$ cat src/verilog/msrb_pkg.sv
// constants of the upper register bank of the motion sensor
package msrb_pkg;
    localparam int ADDR_W = 7;
    localparam int DATA_W = 8;
    localparam logic [6:0] A_ST_GX = 7'h00;
    localparam logic [6:0] A_ST_GY = 7'h01;
    localparam logic [6:0] A_ST_GZ = 7'h02;
    localparam logic [6:0] A_ST_AX = 7'h0d;
    localparam logic [6:0] A_ST_AY = 7'h0e;
    localparam logic [6:0] A_ST_AZ = 7'h0f;
    localparam logic [6:0] A_FSYNC = 7'h36;
    localparam logic [6:0] A_PIN = 7'h37;
    localparam logic [6:0] A_MASK = 7'h38;
    localparam logic [6:0] A_FLAGS = 7'h3a;
    localparam logic [6:0] A_AXH = 7'h3b;
    localparam logic [6:0] A_AXL = 7'h3c;
    localparam logic [6:0] A_AYH = 7'h3d;
    localparam logic [6:0] A_AYL = 7'h3e;
    localparam logic [6:0] A_AZH = 7'h3f;
    localparam logic [6:0] A_AZL = 7'h40;
    localparam logic [6:0] A_TH = 7'h41;
    localparam logic [6:0] A_TL = 7'h42;
    localparam logic [6:0] A_GXH = 7'h43;
    localparam logic [6:0] A_GXL = 7'h44;
    localparam logic [6:0] A_GYH = 7'h45;
    localparam logic [6:0] A_GYL = 7'h46;
    localparam logic [6:0] A_GZH = 7'h47;
    localparam logic [6:0] A_GZL = 7'h48;
    localparam logic [6:0] A_PATH = 7'h68;
    localparam logic [6:0] A_MOT = 7'h69;
    localparam logic [6:0] A_HOST = 7'h6a;
    localparam logic [6:0] A_PWR1 = 7'h6b;
    localparam logic [6:0] A_PWR2 = 7'h6c;
    localparam logic [6:0] A_QLH = 7'h72;
    localparam logic [6:0] A_QLL = 7'h73;
    localparam logic [6:0] A_QDAT = 7'h74;
    localparam logic [6:0] A_ID = 7'h75;
    localparam logic [6:0] A_XTH = 7'h77;
    localparam logic [6:0] A_XTL = 7'h78;
    localparam logic [6:0] A_YTH = 7'h7a;
    localparam logic [6:0] A_YTL = 7'h7b;
    localparam logic [6:0] A_ZTH = 7'h7d;
    localparam logic [6:0] A_ZTL = 7'h7e;
    localparam logic [7:0] REG_RST = 8'h00;
    localparam logic [7:0] PWR1_RST = 8'h40;
    localparam int PWR1_SOFT_RST_BIT = 7;
    localparam int PWR1_SLEEP_BIT = 6;
    localparam int FSYNC_FLAG_BIT = 7;
    localparam int ST_BYTES = 6;
endpackage : msrb_pkg

$ cat src/verilog/msrb_pair16.sv
// one 16-bit measurement shown as a high and a low byte
`timescale 1ns/1ns
module msrb_pair16 (
    input wire logic clock_i,
    input wire logic rst_n_i,
    input wire logic load_i,
    input wire logic clear_i,
    input wire logic [15:0] value_i,
    output logic [7:0] high_o,
    output logic [7:0] low_o
);
    import msrb_pkg::*;
    logic [15:0] held;
    always_ff @(posedge clock_i or negedge rst_n_i) begin
        if (!rst_n_i) begin
            held <= {REG_RST, REG_RST};
        end else if (clear_i) begin
            held <= {REG_RST, REG_RST};
        end else if (load_i) begin
            held <= value_i;
        end
    end
    assign high_o = held[15:8];
    assign low_o = held[7:0];
endmodule : msrb_pair16

$ cat src/verilog/msrb_flag8.sv
// sticky event flags, cleared by a read, a new event beats the clear
`timescale 1ns/1ns
module msrb_flag8 (
    input wire logic clock_i,
    input wire logic rst_n_i,
    input wire logic [7:0] set_i,
    input wire logic read_clr_i,
    input wire logic clear_i,
    output logic [7:0] flags_o
);
    import msrb_pkg::*;
    logic [7:0] next_flags;
    assign next_flags = (flags_o & ~{8{read_clr_i | clear_i}}) | set_i;
    always_ff @(posedge clock_i or negedge rst_n_i) begin
        if (!rst_n_i) begin
            flags_o <= REG_RST;
        end else begin
            flags_o <= next_flags;
        end
    end
endmodule : msrb_flag8

$ cat src/verilog/msrb_reg_bank.sv
// upper register bank: control, status, sample bytes, queue port, identity, trims
`timescale 1ns/1ns
module msrb_reg_bank #(
    parameter logic [7:0] IDENTITY_CODE = 8'h5c, // value arbitrary
    parameter int QLEVEL_W = 13
) (
    input wire logic clock_i,
    input wire logic rst_n_i,
    input wire logic reg_rd_i,
    input wire logic reg_wr_i,
    input wire logic [msrb_pkg::ADDR_W-1:0] reg_addr_i,
    input wire logic [msrb_pkg::DATA_W-1:0] reg_wdata_i,
    output logic [msrb_pkg::DATA_W-1:0] reg_rdata_o,
    output logic reg_rvalid_o,
    input wire logic [8*msrb_pkg::ST_BYTES-1:0] factory_st_i,
    input wire logic sample_valid_i,
    input wire logic [15:0] accel_x_result_i,
    input wire logic [15:0] accel_y_result_i,
    input wire logic [15:0] accel_z_result_i,
    input wire logic [15:0] temperature_i,
    input wire logic [15:0] rate_x_i,
    input wire logic [15:0] rate_y_i,
    input wire logic [15:0] rate_z_i,
    input wire logic frame_sync_event_i,
    input wire logic [7:0] irq_event_i,
    input wire logic [QLEVEL_W-1:0] queue_level_i,
    input wire logic [7:0] queue_rdata_i,
    output logic queue_pop_o,
    output logic queue_push_o,
    output logic [7:0] queue_wdata_o,
    output logic asleep_o,
    output logic [7:0] irq_pin_setup_o,
    output logic [7:0] irq_source_mask_o,
    output logic [7:0] sensor_path_reset_o,
    output logic [7:0] motion_detect_ctrl_o,
    output logic [7:0] host_side_ctrl_o,
    output logic [7:0] power_ctrl_primary_o,
    output logic [7:0] power_ctrl_secondary_o,
    output logic [14:0] accel_x_trim_o,
    output logic [14:0] accel_y_trim_o,
    output logic [14:0] accel_z_trim_o
);
    import msrb_pkg::*;

    logic [7:0] self_test [ST_BYTES];
    logic st_loaded;
    logic soft_rst;
    logic [7:0] ax_h, ax_l, ay_h, ay_l, az_h, az_l, t_h, t_l;
    logic [7:0] gx_h, gx_l, gy_h, gy_l, gz_h, gz_l;
    logic [7:0] fsync_flags, irq_flags;
    logic [7:0] xt_h, xt_l, yt_h, yt_l, zt_h, zt_l;
    logic [7:0] next_rdata;
    logic [15:0] qlevel_wide;

    // sleep only blocks writes outside the pin, mask and power registers
    wire sleep_ok = (reg_addr_i == A_PIN) || (reg_addr_i == A_MASK)
        || (reg_addr_i == A_PWR1) || (reg_addr_i == A_PWR2);
    wire wr_ok = reg_wr_i && (!asleep_o || sleep_ok);
    wire wr_pin = wr_ok && (reg_addr_i == A_PIN);
    wire wr_mask = wr_ok && (reg_addr_i == A_MASK);
    wire wr_path = wr_ok && (reg_addr_i == A_PATH);
    wire wr_mot = wr_ok && (reg_addr_i == A_MOT);
    wire wr_host = wr_ok && (reg_addr_i == A_HOST);
    wire wr_pwr1 = wr_ok && (reg_addr_i == A_PWR1);
    wire wr_pwr2 = wr_ok && (reg_addr_i == A_PWR2);
    wire wr_qdat = wr_ok && (reg_addr_i == A_QDAT);
    wire wr_xth = wr_ok && (reg_addr_i == A_XTH);
    wire wr_xtl = wr_ok && (reg_addr_i == A_XTL);
    wire wr_yth = wr_ok && (reg_addr_i == A_YTH);
    wire wr_ytl = wr_ok && (reg_addr_i == A_YTL);
    wire wr_zth = wr_ok && (reg_addr_i == A_ZTH);
    wire wr_ztl = wr_ok && (reg_addr_i == A_ZTL);
    wire rd_fsync = reg_rd_i && (reg_addr_i == A_FSYNC);
    wire rd_flags = reg_rd_i && (reg_addr_i == A_FLAGS);
    wire rd_qdat = reg_rd_i && (reg_addr_i == A_QDAT);
    // results are only taken while awake
    wire capture = sample_valid_i && !asleep_o;
    wire [7:0] fsync_set = {frame_sync_event_i, 7'h00};
    wire [7:0] irq_set = irq_event_i & 8'he5;

    assign asleep_o = power_ctrl_primary_o[PWR1_SLEEP_BIT];
    assign qlevel_wide = 16'(queue_level_i);
    assign accel_x_trim_o = {xt_h, xt_l[7:1]};
    assign accel_y_trim_o = {yt_h, yt_l[7:1]};
    assign accel_z_trim_o = {zt_h, zt_l[7:1]};

    // factory self-test bytes are caught on the first edge after reset release
    always_ff @(posedge clock_i or negedge rst_n_i) begin
        if (!rst_n_i) begin
            st_loaded <= 1'b0;
        end else begin
            st_loaded <= !soft_rst;
        end
    end

    always_ff @(posedge clock_i) begin
        for (int i = 0; i < ST_BYTES; i++) begin
            if (!st_loaded) begin
                self_test[i] <= factory_st_i[8*i +: 8];
            end else if (wr_ok && !asleep_o && (reg_addr_i == st_addr(i))) begin
                self_test[i] <= reg_wdata_i;
            end
        end
    end

    function automatic logic [6:0] st_addr(input int idx);
        logic [6:0] a;
        a = A_ST_GX;
        unique case (idx)
            0: a = A_ST_GX;
            1: a = A_ST_GY;
            2: a = A_ST_GZ;
            3: a = A_ST_AX;
            4: a = A_ST_AY;
            default: a = A_ST_AZ;
        endcase
        return a;
    endfunction : st_addr

    // device reset bit restores the bank registers on the next edge (self-test bytes one edge later, queue port untouched) and clears itself
    always_ff @(posedge clock_i or negedge rst_n_i) begin
        if (!rst_n_i) begin
            soft_rst <= 1'b0;
        end else begin
            soft_rst <= wr_pwr1 && reg_wdata_i[PWR1_SOFT_RST_BIT];
        end
    end

    always_ff @(posedge clock_i or negedge rst_n_i) begin
        if (!rst_n_i) begin
            power_ctrl_primary_o <= PWR1_RST;
            power_ctrl_secondary_o <= REG_RST;
            irq_pin_setup_o <= REG_RST;
            irq_source_mask_o <= REG_RST;
        end else if (soft_rst) begin
            power_ctrl_primary_o <= PWR1_RST;
            power_ctrl_secondary_o <= REG_RST;
            irq_pin_setup_o <= REG_RST;
            irq_source_mask_o <= REG_RST;
        end else begin
            if (wr_pwr1) power_ctrl_primary_o <= reg_wdata_i & 8'h7f;
            if (wr_pwr2) power_ctrl_secondary_o <= reg_wdata_i;
            if (wr_pin) irq_pin_setup_o <= reg_wdata_i & 8'hfc;
            if (wr_mask) irq_source_mask_o <= reg_wdata_i & 8'he5;
        end
    end

    always_ff @(posedge clock_i or negedge rst_n_i) begin
        if (!rst_n_i) begin
            sensor_path_reset_o <= REG_RST;
            motion_detect_ctrl_o <= REG_RST;
            host_side_ctrl_o <= REG_RST;
        end else if (soft_rst) begin
            sensor_path_reset_o <= REG_RST;
            motion_detect_ctrl_o <= REG_RST;
            host_side_ctrl_o <= REG_RST;
        end else begin
            if (wr_path) sensor_path_reset_o <= reg_wdata_i;
            if (wr_mot) motion_detect_ctrl_o <= reg_wdata_i;
            if (wr_host) host_side_ctrl_o <= reg_wdata_i;
        end
    end

    // trim low bytes keep bit 0 reserved at zero
    always_ff @(posedge clock_i or negedge rst_n_i) begin
        if (!rst_n_i) begin
            {xt_h, xt_l, yt_h, yt_l, zt_h, zt_l} <= '0;
        end else if (soft_rst) begin
            {xt_h, xt_l, yt_h, yt_l, zt_h, zt_l} <= '0;
        end else begin
            if (wr_xth) xt_h <= reg_wdata_i;
            if (wr_xtl) xt_l <= reg_wdata_i & 8'hfe;
            if (wr_yth) yt_h <= reg_wdata_i;
            if (wr_ytl) yt_l <= reg_wdata_i & 8'hfe;
            if (wr_zth) zt_h <= reg_wdata_i;
            if (wr_ztl) zt_l <= reg_wdata_i & 8'hfe;
        end
    end

    // queue port: a read pops one byte, a write pushes one
    always_ff @(posedge clock_i or negedge rst_n_i) begin
        if (!rst_n_i) begin
            queue_pop_o <= 1'b0;
            queue_push_o <= 1'b0;
            queue_wdata_o <= REG_RST;
        end else begin
            queue_pop_o <= rd_qdat;
            queue_push_o <= wr_qdat;
            if (wr_qdat) queue_wdata_o <= reg_wdata_i;
        end
    end

    // seven results, each held as one 16-bit value behind a byte pair
    msrb_pair16 u_ax (.clock_i(clock_i), .rst_n_i(rst_n_i), .load_i(capture),
        .clear_i(soft_rst), .value_i(accel_x_result_i), .high_o(ax_h), .low_o(ax_l));
    msrb_pair16 u_ay (.clock_i(clock_i), .rst_n_i(rst_n_i), .load_i(capture),
        .clear_i(soft_rst), .value_i(accel_y_result_i), .high_o(ay_h), .low_o(ay_l));
    msrb_pair16 u_az (.clock_i(clock_i), .rst_n_i(rst_n_i), .load_i(capture),
        .clear_i(soft_rst), .value_i(accel_z_result_i), .high_o(az_h), .low_o(az_l));
    msrb_pair16 u_t (.clock_i(clock_i), .rst_n_i(rst_n_i), .load_i(capture),
        .clear_i(soft_rst), .value_i(temperature_i), .high_o(t_h), .low_o(t_l));
    msrb_pair16 u_gx (.clock_i(clock_i), .rst_n_i(rst_n_i), .load_i(capture),
        .clear_i(soft_rst), .value_i(rate_x_i), .high_o(gx_h), .low_o(gx_l));
    msrb_pair16 u_gy (.clock_i(clock_i), .rst_n_i(rst_n_i), .load_i(capture),
        .clear_i(soft_rst), .value_i(rate_y_i), .high_o(gy_h), .low_o(gy_l));
    msrb_pair16 u_gz (.clock_i(clock_i), .rst_n_i(rst_n_i), .load_i(capture),
        .clear_i(soft_rst), .value_i(rate_z_i), .high_o(gz_h), .low_o(gz_l));

    // status flags: a read clears them, an event in the same cycle wins
    msrb_flag8 u_fsync (.clock_i(clock_i), .rst_n_i(rst_n_i), .set_i(fsync_set),
        .read_clr_i(rd_fsync), .clear_i(soft_rst), .flags_o(fsync_flags));
    msrb_flag8 u_irq (.clock_i(clock_i), .rst_n_i(rst_n_i), .set_i(irq_set),
        .read_clr_i(rd_flags), .clear_i(soft_rst), .flags_o(irq_flags));

    // read mux; unmapped addresses read zero
    always_comb begin
        next_rdata = REG_RST;
        unique case (reg_addr_i)
            A_ST_GX: next_rdata = self_test[0];
            A_ST_GY: next_rdata = self_test[1];
            A_ST_GZ: next_rdata = self_test[2];
            A_ST_AX: next_rdata = self_test[3];
            A_ST_AY: next_rdata = self_test[4];
            A_ST_AZ: next_rdata = self_test[5];
            A_FSYNC: next_rdata = fsync_flags;
            A_PIN: next_rdata = irq_pin_setup_o;
            A_MASK: next_rdata = irq_source_mask_o;
            A_FLAGS: next_rdata = irq_flags;
            A_AXH: next_rdata = ax_h;
            A_AXL: next_rdata = ax_l;
            A_AYH: next_rdata = ay_h;
            A_AYL: next_rdata = ay_l;
            A_AZH: next_rdata = az_h;
            A_AZL: next_rdata = az_l;
            A_TH: next_rdata = t_h;
            A_TL: next_rdata = t_l;
            A_GXH: next_rdata = gx_h;
            A_GXL: next_rdata = gx_l;
            A_GYH: next_rdata = gy_h;
            A_GYL: next_rdata = gy_l;
            A_GZH: next_rdata = gz_h;
            A_GZL: next_rdata = gz_l;
            A_PATH: next_rdata = sensor_path_reset_o;
            A_MOT: next_rdata = motion_detect_ctrl_o;
            A_HOST: next_rdata = host_side_ctrl_o;
            A_PWR1: next_rdata = power_ctrl_primary_o;
            A_PWR2: next_rdata = power_ctrl_secondary_o;
            A_QLH: next_rdata = qlevel_wide[15:8];
            A_QLL: next_rdata = qlevel_wide[7:0];
            A_QDAT: next_rdata = queue_rdata_i;
            A_ID: next_rdata = IDENTITY_CODE;
            A_XTH: next_rdata = xt_h;
            A_XTL: next_rdata = xt_l;
            A_YTH: next_rdata = yt_h;
            A_YTL: next_rdata = yt_l;
            A_ZTH: next_rdata = zt_h;
            A_ZTL: next_rdata = zt_l;
            default: next_rdata = REG_RST;
        endcase
    end

    // the address port is the 7-bit field that follows the read/write bit
    always_ff @(posedge clock_i or negedge rst_n_i) begin
        if (!rst_n_i) begin
            reg_rdata_o <= REG_RST;
            reg_rvalid_o <= 1'b0;
        end else begin
            reg_rvalid_o <= reg_rd_i;
            if (reg_rd_i) reg_rdata_o <= next_rdata;
        end
    end
endmodule : msrb_reg_bank

$ cat config.mk
export PLATFORM = sky130hd
export DESIGN_NAME = msrb_reg_bank
export DESIGN_NICKNAME = d
export VERILOG_FILES = /design/src/verilog/msrb_pkg.sv /design/src/verilog/msrb_pair16.sv /design/src/verilog/msrb_flag8.sv /design/src/verilog/msrb_reg_bank.sv
export SDC_FILE = /design/constraint.sdc
export NUM_CORES = 1
export LEC_CHECK = 0
export ABC_AREA = 1
export BUFFER_PORTS_ARGS = -buffer_cell sky130_fd_sc_hd__clkbuf_2
export CORE_ASPECT_RATIO = 0.9
export CORE_MARGIN = 2
export CORE_UTILIZATION = 55
export DETAILED_ROUTE_END_ITERATION = 7
export PLACE_DENSITY = 0.91
export SYNTH_ARGS = -nofsm -noshare
export SYNTH_HDL_FRONTEND = slang
export SYNTH_HIERARCHICAL = 1
export SYNTH_SLANG_ARGS = --single-unit
$ cat constraint.sdc
create_clock -name clock_i -period 2.4 [get_ports clock_i]
set_clock_uncertainty 0.05 [all_clocks]
set_input_delay 0.48 -clock clock_i [delete_from_list [all_inputs] [get_ports clock_i]]
set_output_delay 0.48 -clock clock_i [all_outputs]
set_load 0.01 [all_outputs]
==> flow_metrics.env <==
export IMPL_r2r_slack_ps=530
export IMPL_synth_area_leaders="dfrtp_1 (41%), nand2_1 (20%), nand3_1 (13%)"
export IMPL_final_max_slew_violation_count=0
export IMPL_clkLatencyLatePin_ps=560
export IMPL_reg2reg_to="u_az/held[4]"
export IMPL_ys_ff_latch=292
export IMPL_cts_root_buffer_cell="clkbuf_16"
export IMPL_post_cts_setup_buffers=0
export IMPL_rr_startpoint="power_ctrl_primary_o[6]"
export IMPL_grt_first_pass_wirelength_um=77800
export IMPL_wl_per_cell_um=19.28
export IMPL_fillers=2123
export IMPL_violations="design-rule violations"
export IMPL_ff2ff_path_depth=5
export IMPL_worstHoldPathType="in -> reg"
export IMPL_cts_made_buffers=30
export IMPL_detailedPlace_worstSlack_ps=-41.97
export IMPL_setup_ws_ps=453.3
export IMPL_relSlewSlack=0.5718
export IMPL_grt_remaining_overflow=0
export IMPL_hpwl_um=38090
export IMPL_antenna_found_initial=6
export IMPL_tightest_slew_ps=641.4
export IMPL_postRouteAntennaNets=0
export IMPL_cp_end_kind="primary output"
export IMPL_yosysMostFrequentCell="nand2_1"
export IMPL_path_buf_inv=1
export IMPL_syn_area_per_cell_um2=7.687
export IMPL_finalSetupViolCount=0
export IMPL_numPortBuffers=321
export IMPL_drtPass1Iterations=8
export IMPL_slowest_stage="dfstp_2"
export IMPL_cp_cell_sequence="clkbuf_2"
export IMPL_p_total_mw=10.89
export IMPL_rsz0062_at_grt="false"
export IMPL_htreeDepth=1
export IMPL_hold_viol=0
export IMPL_crit_path_start_kind="flip-flop"
export IMPL_cp_num_cells=1
export IMPL_yosysUniqueCellTypes=28
export IMPL_crit_required_ps=1870
export IMPL_ir_worst_vdd_v=0.0005549
export IMPL_critPathTopFamily="flip-flops"
export IMPL_synth_area_um2=14710
export IMPL_wl_um=50970
export IMPL_crit_end="asleep_o"
export IMPL_routed_via_density=5.782
export IMPL_period_share=0.8111
export IMPL_die_h_um=159.2
export IMPL_yosysTopAreaCell="dfrtp_1"
export IMPL_synthCells=1914
export IMPL_io_pins=331
export IMPL_period_needed_ps=1947
export IMPL_clock_path_buffers=3
export IMPL_seq_area_frac_synth=0.5131
export IMPL_hold_buffers=1
export IMPL_clock_sinks=292
export IMPL_cts_tree="yes"
export IMPL_crit_start="power_ctrl_primary_o[6]"
export IMPL_core_area_um2=26210
export IMPL_postCtsResizedCells=0
export IMPL_gp_congestion=0.9456
export IMPL_critical_path_class="reg -> out"
export IMPL_holdWs_ps=64.11
export IMPL_path_clk_slew_ps=60
export IMPL_critPathMaxFanout=7
export IMPL_drv_cap=0
export IMPL_fmax_ghz=0.5137
export IMPL_vias=15290
export IMPL_die_w_um=176.4
export IMPL_initial_core_util=0.5614
export IMPL_synthFlopType="dfrtp_1"
export IMPL_first_iter_violations=1945
export IMPL_synth_top_area_frac=0.4133
export IMPL_pwr_density_cell_nw_per_um2=603.8
export IMPL_grt_usage=0.3569
export IMPL_arrival_ps=1420
export IMPL_synth_enable_flop_cells=48
export IMPL_power_leakage_nw=9.840
export IMPL_status="complete, but fails checks"
export IMPL_drive_gt1_frac=0.2210
export IMPL_areaGrowthSynthToFinish_pct=22.64
export IMPL_grt_max_degree=76
export IMPL_die_area_um2=28080
export IMPL_nets=2476
export IMPL_ys_warnings_count=6
export IMPL_synth_top_cells_by_count="nand2_1 (769), nand3_1 (372), dfrtp_1 (243), nor2_1 (136), inv_1 (72)"
export IMPL_grt_pass1_vias=14270
export IMPL_num_rows=56
export IMPL_synth_async_sr_flop_share=0.8356
export IMPL_drc=2
export IMPL_slowest_delay_ps=680
export IMPL_utilization=0.6886
[metrics by stage]
| step | TNS (ps) | instance area [um2] | cells |
|---|---|---|---|
| 2_1_floorplan | 0 | 14770 | 1929 |
| 5_1_grt | 0 | 18040 | 2644 |
| 3_5_place_dp | -99.60 | 17000 | 2581 |
| 3_3_place_gp | 0 | 17000 | 2581 |
| 6_report | 0 | 18040 | 2644 |
| 4_1_cts | 0 | 18030 | 2638 |
[cells in the final DEF (no fill, tap or decap), types with 3 or more instances in the layout]
cell type	instances
conb_1	16
o21a_1	8
clkinv_2	8
clkbuf_1	8
buf_4	69
clkbuf_16	32
nor2_4	21
nand2_2	6
nor2_1	133
dfrtp_1	242
o21ai_0	64
nor2_2	9
nand4_1	12
inv_2	14
bufinv_16	3
clkbuf_2	320
buf_12	8
nand3_1	372
o21ai_4	3
o21ai_1	33
inv_1	72
clkbuf_8	4
edfxtp_1	48
nor3_1	4
nand2_1	769
diode_2	6
[metal layers]
layer | wire length [um] | vias up | part of all wire | global-route usage
li1 | - | 6896 | - | -
met1 | 19240 | 7115 | 0.38 | 0.4776
met2 | 23010 | 1095 | 0.45 | 0.5642
met3 | 6044 | 182 | 0.12 | 0.07283
met4 | 2673 | 0 | 0.052 | 0.1593
met5 | 0 | - | 0 | 0
[state kept, by name (all words and copies together) (netlist names), 16 cells and up]
register	cells
u_az/held	16
u_gy/held	16
u_ay/held	16
u_t/held	16
u_gx/held	16
u_gz/held	16
u_ax/held	16
self_test	48
[layout make-up]
| type | instances | area (um2) | share of cell area |
|---|---|---|---|
| clock buffers | 44 | 885.9 | 0.04909 |
| diodes | 6 | 15.01 | 0.0008321 |
| repair buffers | 399 | 2305 | 0.1277 |
| clock inverters | 12 | 137.6 | 0.007628 |
| multi-input cells | 1456 | 6389 | 0.3541 |
| inverters | 87 | 326.6 | 0.01810 |
| flip-flops and latches | 292 | 7550 | 0.4184 |
| well taps | 348 | 435.4 | 0.02413 |
[worst min-delay path by stage]
| stage | end | slack (ps) | cells after the start | startpoint |
|---|---|---|---|---|
| finish | u_irq/flags_o[5] | 60 | 3 | irq_event_i[5] |
| detailed placement | u_gy/held[15] | 410 | 2 | u_gy/held[15] |
| floorplan | host_side_ctrl_o[0] | 130 | 0 | rst_n_i |
| CTS | u_irq/flags_o[5] | 50 | 3 | irq_event_i[5] |
| global route | u_irq/flags_o[5] | 60 | 3 | irq_event_i[5] |
| global placement | u_gy/held[6] | 400 | 1 | rst_n_i |
[power by group]
| group | switching (mW) | internal (mW) | total [mW] |
|---|---|---|---|
| clock network | 1.95 | 2.87 | 4.83 |
| registers | 0.0907 | 5.15 | 5.24 |
| logic | 0.525 | 0.303 | 0.827 |
| total | 2.57 | 8.32 | 10.9 |
[logic make-up after synthesis]
kind of cell           after synthesis  share of synthesized area
AO/OA/AOI/OAI                      110                    0.04133
buffers and inverters              181                    0.05808
flip-flops                         292                     0.5131
other                                1                  0.0002549
AND/OR/NAND/NOR                   1330                     0.3873
Power figures use the tool's default switching activity.
